===== config.mk =====
export PLATFORM = sky130hd
export DESIGN_NAME = logic_lut_and_irq_autoclear_cfg
export DESIGN_NICKNAME = d
export VERILOG_FILES = /design/src/lut_cfg_pkg.sv /design/src/lut3_select.sv /design/src/logic_lut_and_irq_autoclear_cfg.sv
export SDC_FILE = /design/constraint.sdc
export NUM_CORES = 1
export LEC_CHECK = 0
export BUFFER_PORTS_ARGS = -buffer_cell sky130_fd_sc_hd__buf_4
export CORE_ASPECT_RATIO = 0.7
export CORE_MARGIN = 2
export CORE_UTILIZATION = 49
export CTS_CLUSTER_SIZE = 30
export DETAILED_ROUTE_END_ITERATION = 10
export PLACE_DENSITY_LB_ADDON = 0.25
export SYNTH_ARGS = -nofsm -noshare
export SYNTH_HDL_FRONTEND = slang
export SYNTH_SLANG_ARGS = --single-unit

===== constraint.sdc =====
create_clock -name clk -period 4.6 [get_ports clk]
set_input_delay 1.38 -clock clk [delete_from_list [all_inputs] [get_ports clk]]
set_output_delay 1.38 -clock clk [all_outputs]
set_load 0.05 [all_outputs]

===== src/lut_cfg_pkg.sv =====
// constants for the logic lookup table and advanced options register bank
package lut_cfg_pkg;

   // ******************************************
   // register offsets
   // ******************************************
   localparam logic [7:0] ADDR_LUT3_BANK_A    = 8'h29;
   localparam logic [7:0] ADDR_LUT4_BANK_B    = 8'h2a;
   localparam logic [7:0] ADDR_LUT4_BANK_A    = 8'h2b;
   localparam logic [7:0] ADDR_ADV_OPTIONS    = 8'had;
   localparam logic [7:0] ADDR_PIN_LEVEL_B    = 8'h10;
   localparam logic [7:0] ADDR_PIN_LEVEL_A    = 8'h11;

   // ******************************************
   // reset values and field layout
   // ******************************************
   localparam logic [7:0] RST_LUT3_BANK_A     = 8'h00;
   localparam logic [7:0] RST_LUT4_BANK_B     = 8'h00;
   localparam logic [7:0] RST_LUT4_BANK_A     = 8'h00;
   localparam logic [7:0] RST_ADV_OPTIONS     = 8'h00;
   localparam int         ADV_AUTOCLR_BIT     = 2;
   localparam int         ADV_BOOST_BIT       = 1;
   localparam logic [7:0] ADV_WRITABLE_MASK   = 8'h06;

   // ******************************************
   // pin positions
   // ******************************************
   localparam int         PIN_SEL_A_LSB       = 0;
   localparam int         PIN_SEL_B_LSB       = 8;
   localparam int         PIN_LUT3_A          = 3;
   localparam int         PIN_LUT4_A          = 4;
   localparam int         PIN_LUT4_B          = 12;
   localparam int         PIN_COUNT           = 16;
   localparam int         SYNC_STAGES         = 2;

   // ******************************************
   // logic mode field encoding
   // ******************************************
   typedef enum logic [1:0]
   {
      MODE_OFF     = 2'h0,
      MODE_3TO1    = 2'h1,
      MODE_3TO2    = 2'h2,
      MODE_SPARE   = 2'h3
   } logic_mode_t;

endpackage : lut_cfg_pkg


===== src/lut3_select.sv =====
// one three-input lookup table: picks table bit n for select code n
`timescale 1ns/1ps
module lut3_select
(
   // table and select
   input  wire logic [7:0] table_bits,
   input  wire logic [2:0] sel,
   // result
   output wire logic       result
);

   assign result = table_bits[sel];

endmodule : lut3_select


===== src/logic_lut_and_irq_autoclear_cfg.sv =====
// lookup table registers, advanced options and lookup-driven pin outputs
// What this block does
// bank A 3-to-2 mode: pin 3 driven by table 3A bit selected by pins 2..0
// bank B 3-to-2 mode: pin 12 driven by table 4B bit, pins 10..8; resets zero
// bank A 3-to-2 mode: pin 4 driven by table 4A bit, pins 2..0; resets zero
// tables affect pins only while their bank's low mode selects 3-to-2
// autoclear bit 2 set: reading bank A or B data clears all irq flags
// autoclear bit 2 clear: data reads leave flags; host clears them itself
// advanced bit 1 enables drive boost, 0 disables it
// host writes zeros to advanced bits 7:3 and 0; register resets zero
// direction 0 makes an output: data 0 drives low (LED on), 1 high
// lookup outputs follow selects and tables with no extra latency
`timescale 1ns/1ps
module logic_lut_and_irq_autoclear_cfg
(
   // clock and reset
   input  wire logic                               clk,
   input  wire logic                               resetn,
   // register port from the serial bus front end
   input  wire logic [7:0]                         reg_addr,
   input  wire logic [7:0]                         reg_wdata,
   input  wire logic                               reg_wr,
   input  wire logic                               reg_rd,
   output logic      [7:0]                         reg_rdata,
   output wire logic                               reg_hit,
   // mode and pin configuration from the rest of the map
   input  wire lut_cfg_pkg::logic_mode_t           logic_mode_low_bank_a,
   input  wire lut_cfg_pkg::logic_mode_t           logic_mode_low_bank_b,
   input  wire logic [lut_cfg_pkg::PIN_COUNT-1:0]  pin_direction,
   input  wire logic [lut_cfg_pkg::PIN_COUNT-1:0]  pin_level,
   // pins
   input  wire logic [lut_cfg_pkg::PIN_COUNT-1:0]  pin_in,
   output wire logic [lut_cfg_pkg::PIN_COUNT-1:0]  pin_out,
   output wire logic [lut_cfg_pkg::PIN_COUNT-1:0]  pin_oe,
   // controls toward the interrupt and pad logic
   output logic                                    irq_clear,
   output wire logic                               boost_en,
   output wire logic                               irq_autoclear_en
);
   import lut_cfg_pkg::*;

   // ******************************************
   // pin input synchroniser
   // ******************************************
   logic [PIN_COUNT-1:0] pin_sync1_ff;
   logic [PIN_COUNT-1:0] pin_sync2_ff;

   always_ff @(posedge clk)
   begin
      if (!resetn)
      begin
         pin_sync1_ff <= '0;
         pin_sync2_ff <= '0;
      end
      else
      begin
         pin_sync1_ff <= pin_in;
         pin_sync2_ff <= pin_sync1_ff;
      end
   end

   // ******************************************
   // register decode
   // ******************************************
   wire hit_lut3_a = (reg_addr == ADDR_LUT3_BANK_A);
   wire hit_lut4_b = (reg_addr == ADDR_LUT4_BANK_B);
   wire hit_lut4_a = (reg_addr == ADDR_LUT4_BANK_A);
   wire hit_adv    = (reg_addr == ADDR_ADV_OPTIONS);
   wire hit_data   = (reg_addr == ADDR_PIN_LEVEL_A) || (reg_addr == ADDR_PIN_LEVEL_B);

   assign reg_hit = hit_lut3_a | hit_lut4_b | hit_lut4_a | hit_adv;

   // ******************************************
   // registers
   // ******************************************
   logic [7:0] lut3_bank_a_ff;
   logic [7:0] lut4_bank_b_ff;
   logic [7:0] lut4_bank_a_ff;
   logic [7:0] adv_options_ff;
   logic [7:0] nxt_reg_rdata;
   logic       nxt_irq_clear;

   // reserved advanced bits are not stored and read back as zero
   wire [7:0] adv_wdata = reg_wdata & ADV_WRITABLE_MASK;

   always_ff @(posedge clk)
   begin
      if (!resetn)
      begin
         lut3_bank_a_ff <= RST_LUT3_BANK_A;
         lut4_bank_b_ff <= RST_LUT4_BANK_B;
         lut4_bank_a_ff <= RST_LUT4_BANK_A;
         adv_options_ff <= RST_ADV_OPTIONS;
      end
      else if (reg_wr)
      begin
         if (hit_lut3_a)
            lut3_bank_a_ff <= reg_wdata;
         if (hit_lut4_b)
            lut4_bank_b_ff <= reg_wdata;
         if (hit_lut4_a)
            lut4_bank_a_ff <= reg_wdata;
         if (hit_adv)
            adv_options_ff <= adv_wdata;
      end
   end

   always_comb
   begin
      nxt_reg_rdata = 8'h00;
      if (hit_lut3_a)
         nxt_reg_rdata = lut3_bank_a_ff;
      else if (hit_lut4_b)
         nxt_reg_rdata = lut4_bank_b_ff;
      else if (hit_lut4_a)
         nxt_reg_rdata = lut4_bank_a_ff;
      else if (hit_adv)
         nxt_reg_rdata = adv_options_ff;
   end

   // auto-clear fires only on a data read with the option on
   assign irq_autoclear_en = adv_options_ff[ADV_AUTOCLR_BIT];
   assign nxt_irq_clear    = reg_rd && hit_data && irq_autoclear_en;

   always_ff @(posedge clk)
   begin
      if (!resetn)
      begin
         reg_rdata <= 8'h00;
         irq_clear <= 1'b0;
      end
      else
      begin
         reg_rdata <= reg_rd ? nxt_reg_rdata : reg_rdata;
         irq_clear <= nxt_irq_clear;
      end
   end

   assign boost_en = adv_options_ff[ADV_BOOST_BIT];

   // ******************************************
   // lookup tables and pin drive
   // ******************************************
   wire [2:0] sel_a = pin_sync2_ff[PIN_SEL_A_LSB +: 3];
   wire [2:0] sel_b = pin_sync2_ff[PIN_SEL_B_LSB +: 3];
   wire       lut3_a_out;
   wire       lut4_a_out;
   wire       lut4_b_out;
   wire       mode_a_3to2 = (logic_mode_low_bank_a == MODE_3TO2);
   wire       mode_b_3to2 = (logic_mode_low_bank_b == MODE_3TO2);

   lut3_select u_lut3_a
   (
      .table_bits (lut3_bank_a_ff),
      .sel        (sel_a),
      .result     (lut3_a_out)
   );

   lut3_select u_lut4_a
   (
      .table_bits (lut4_bank_a_ff),
      .sel        (sel_a),
      .result     (lut4_a_out)
   );

   lut3_select u_lut4_b
   (
      .table_bits (lut4_bank_b_ff),
      .sel        (sel_b),
      .result     (lut4_b_out)
   );

   // data bit drives the pin; bank A 3-to-2 mode overrides table pins 3 and 4, bank B 3-to-2 mode overrides pin 12
   logic [PIN_COUNT-1:0] drive_level;

   always_comb
   begin
      drive_level = pin_level;
      if (mode_a_3to2)
      begin
         drive_level[PIN_LUT3_A] = lut3_a_out;
         drive_level[PIN_LUT4_A] = lut4_a_out;
      end
      if (mode_b_3to2)
         drive_level[PIN_LUT4_B] = lut4_b_out;
   end

   assign pin_out = drive_level;
   assign pin_oe  = ~pin_direction;
endmodule : logic_lut_and_irq_autoclear_cfg


==> results.py <==
metrics = {
    "status": {
        "status": "completed",
    },
    "floorplan": {
        "start_util": 0.523,
        "io_pins": 116,
        "std_cell_rows": 20,
        "die_w_microns": 86.2,
        "die_area_sq_um": 5300,
        "die_h_microns": 61.5,
        "core_area_sq_um": 4430,
    },
    "synth": {
        "yosysWarnings": 0,
        "yosysSeqAreaShare": 0.406,
        "syn_nets": 320,
        "yosys_most_used_dff": "dfxtp_1",
        "async_flop_share": 0,
        "ys_types": 36,
        "avgSynthCellArea_sq_um": 9.34,
        "synth.area.top_cells": "dfxtp_1 41%, mux2i_1 9.1%, mux4_2 5.8%",
        "synth_top_area_cell": "dfxtp_1",
        "synth_edf_count": 0,
        "syn-cell-area_sq_um": 2320,
        "synthCells": 248,
        "synth_top_area_frac": 0.406,
        "synth_seq_cells": 47,
    },
    "detailed_routing": {
        "vias_per_cell": 5.32,
        "dr.pass1.iters": 4,
        "antenna_left": 0,
        "wl_mm": 5.37,
        "drt-initial-drc-count": 91,
        "vias": 1935,
        "routedWlPerCell_microns": 14.7,
        "drcViolationCount": 0,
    },
    "critical_path": {
        "crit_path_end_kind": "primary output",
        "reg2reg_to": "reg_rdata[2]",
        "slowest_delay_ns": 0.44,
        "crit_fanout": 15,
        "r2r_cells": 4,
        "r2r_start": "adv_options_ff[2]",
        "cp_num_buf_inv": 2,
        "arrival_ns": 2.39,
        "worstPathRequired_ns": 3.22,
        "r2r_slack_ns": 3.44,
        "path_cells": "buf_4 -> or3b_4 -> a21oi_1 -> buf_4",
        "start_kind": "input port",
        "slowest_stage": "or3b_4",
        "critical_path.most_common_cell": "buf_4",
        "critPathTopFamily": "simple AND/OR/NAND/NOR gates",
        "path_class": "input port to primary output",
    },
    "hold_path": {
        "hold_path_class": "flop to flop",
        "hold_path_end": "pin_sync2_ff[1]",
        "min_path_cells": 1,
        "min_from": "pin_sync1_ff[1]",
    },
    "final_layout": {
        "multi_input_comb_area_sq_um": 1160,
        "final_common_cell": "buf_4",
        "num_antenna_cells": 0,
        "layout.nets": 380,
        "area.sequential_sq_um": 941,
        "drive_gt1_frac": 0.330,
        "area_growth_pct": 25.9,
        "num-fill-cells": 385,
        "layout_common_cells": "79 x buf_4, 47 x dfxtp_1, 21 x mux2i_1, 21 x nor2b_1, 20 x nand2_1",
        "stdcell_count": 364,
        "finish.instance_area_sq_um": 2920,
    },
    "placement": {
        "place_congestion": 0.910,
        "place_inst": 356,
        "place_area_sq_um": 2830,
        "portBuffers": 79,
        "hpwl_mm": 4.06,
    },
    "timing": {
        "fin_setup_tns_ns": 0,
        "slew_violations": 0,
        "final.setup_skew_ns": 0.00485,
        "max_slew_margin": 0.532,
        "fin_crit_sh": 0.819,
        "fin_hold_ws_ns": 0.440,
        "finalHoldViolCount": 0,
        "tightest_slew_ns": 0.697,
        "rsz0062_at_grt": "no",
        "max_freq_ghz": 0.265,
        "fin_crit_ns": 3.77,
        "finalSetupViolations": 0,
    },
    "pwr": {
        "ir_drop_mv": 0.161,
        "power_per_cell_area_nw_per_um2": 278,
        "p_leak_nw": 1.29,
        "power_w": 0.000811,
    },
    "global_route": {
        "grt_max_degree": 56,
        "antenna_found_initial": 0,
        "grt_pass1_vias": 1716,
        "grt_pass1_wl_mm": 8.05,
        "overflow": 0,
        "grt_use_total": 0.196,
    },
    "clocking": {
        "cts_resized": 0,
        "cts_inserted_buffers": 5,
        "cts_sinks": 47,
        "clk_latency_ns": 0.30,
        "cts_hold_buffers": 0,
        "cts.clk_slew.worst_paths_ns": 0.09,
        "cts_setup_buffers": 0,
        "clockBufferDepth": 2,
        "h-tree-depth": 2,
        "cts_root_buffer": "clkbuf_8",
        "cts_tree": "yes",
    },
    "flow_run": {
        "drv_cap": 0,
    },
}
metrics by stage:
| stage | setup WS [ns] | util |
|---|---|---|
| finish | 0.832 | 0.658 |
| global route | 0.784 | 0.658 |
| CTS | 0.846 | 0.658 |
| detailed placement | 0.847 | 0.638 |
| global placement | 0.828 | 0.638 |
| floorplan | 0.565 | - |
where the power goes:
group	total [W]	internal (W)	switching (W)	leakage (nW)
clock	0.000248	0.000107	0.000141	0.0483
combinational	0.000143	0.0000586	0.0000840	0.860
sequential	0.000420	0.000415	0.00000475	0.383
worst max path at each step:
| stage | cells after the start | slack [ns] | from | endpoint |
|---|---|---|---|---|
| after floorplan | 2 | 0.57 | logic_mode_low_bank_a[0] | pin_out[3] |
| after global placement | 4 | 0.83 | reg_addr[1] | reg_hit |
| after detailed placement | 4 | 0.85 | reg_addr[1] | reg_hit |
| after CTS | 4 | 0.85 | reg_addr[1] | reg_hit |
| after global routing | 4 | 0.78 | reg_addr[1] | reg_hit |
| final | 4 | 0.83 | reg_addr[1] | reg_hit |
metal layers:
layer | GRT usage | vias to the layer above | wire length [microns]
met5 | 0 | - | 0
met4 | 0.0402 | 0 | 46
met3 | 0.0442 | 9 | 297
met2 | 0.318 | 63 | 2460
met1 | 0.275 | 903 | 2570
li1 | - | 960 | -
synth_stat cells, types with 3 or more instances:
cell       n
a21oi_1    7
a22o_1     6
and2_1    13
buf_4     14
clkbuf_1  11
dfxtp_1   47
inv_1     17
mux2_2     6
mux2i_1   21
mux4_2     6
nand2_1   20
nand2b_1   3
nand3_1    8
nor2_1     3
nor2b_1   21
nor3_1     3
o21ai_0   19
registers in the layout (all words and copies together), names as in the netlist:
register        count
pin_sync1_ff        6
lut4_bank_b_ff      8
lut4_bank_a_ff      8
adv_options_ff      2
lut3_bank_a_ff      8
irq_clear           1
pin_sync2_ff        6
reg_rdata           8
kinds of logic (layout without fill, tap and decap cells):
logic type / count (synthesis) / after routing / share of synthesized area
AND/OR/NAND/NOR: 86 / 86 / 0.220
multiplexers: 33 / 33 / 0.178
AO/OA/AOI/OAI: 39 / 39 / 0.103
flip-flops: 47 / 47 / 0.406
buffers and inverters: 43 / 104 / 0.0924
area by class of cell:
type | instances | share of cell area
Sequential cell | 47 | 0.323
Tap cell | 55 | 0.0236
Clock inverter | 3 | 0.00644
Timing Repair Buffer | 79 | 0.203
Clock buffer | 5 | 0.0236
Inverter | 17 | 0.0219
Multi-Input combinational cell | 158 | 0.398
(Power assumes the default switching activity.)
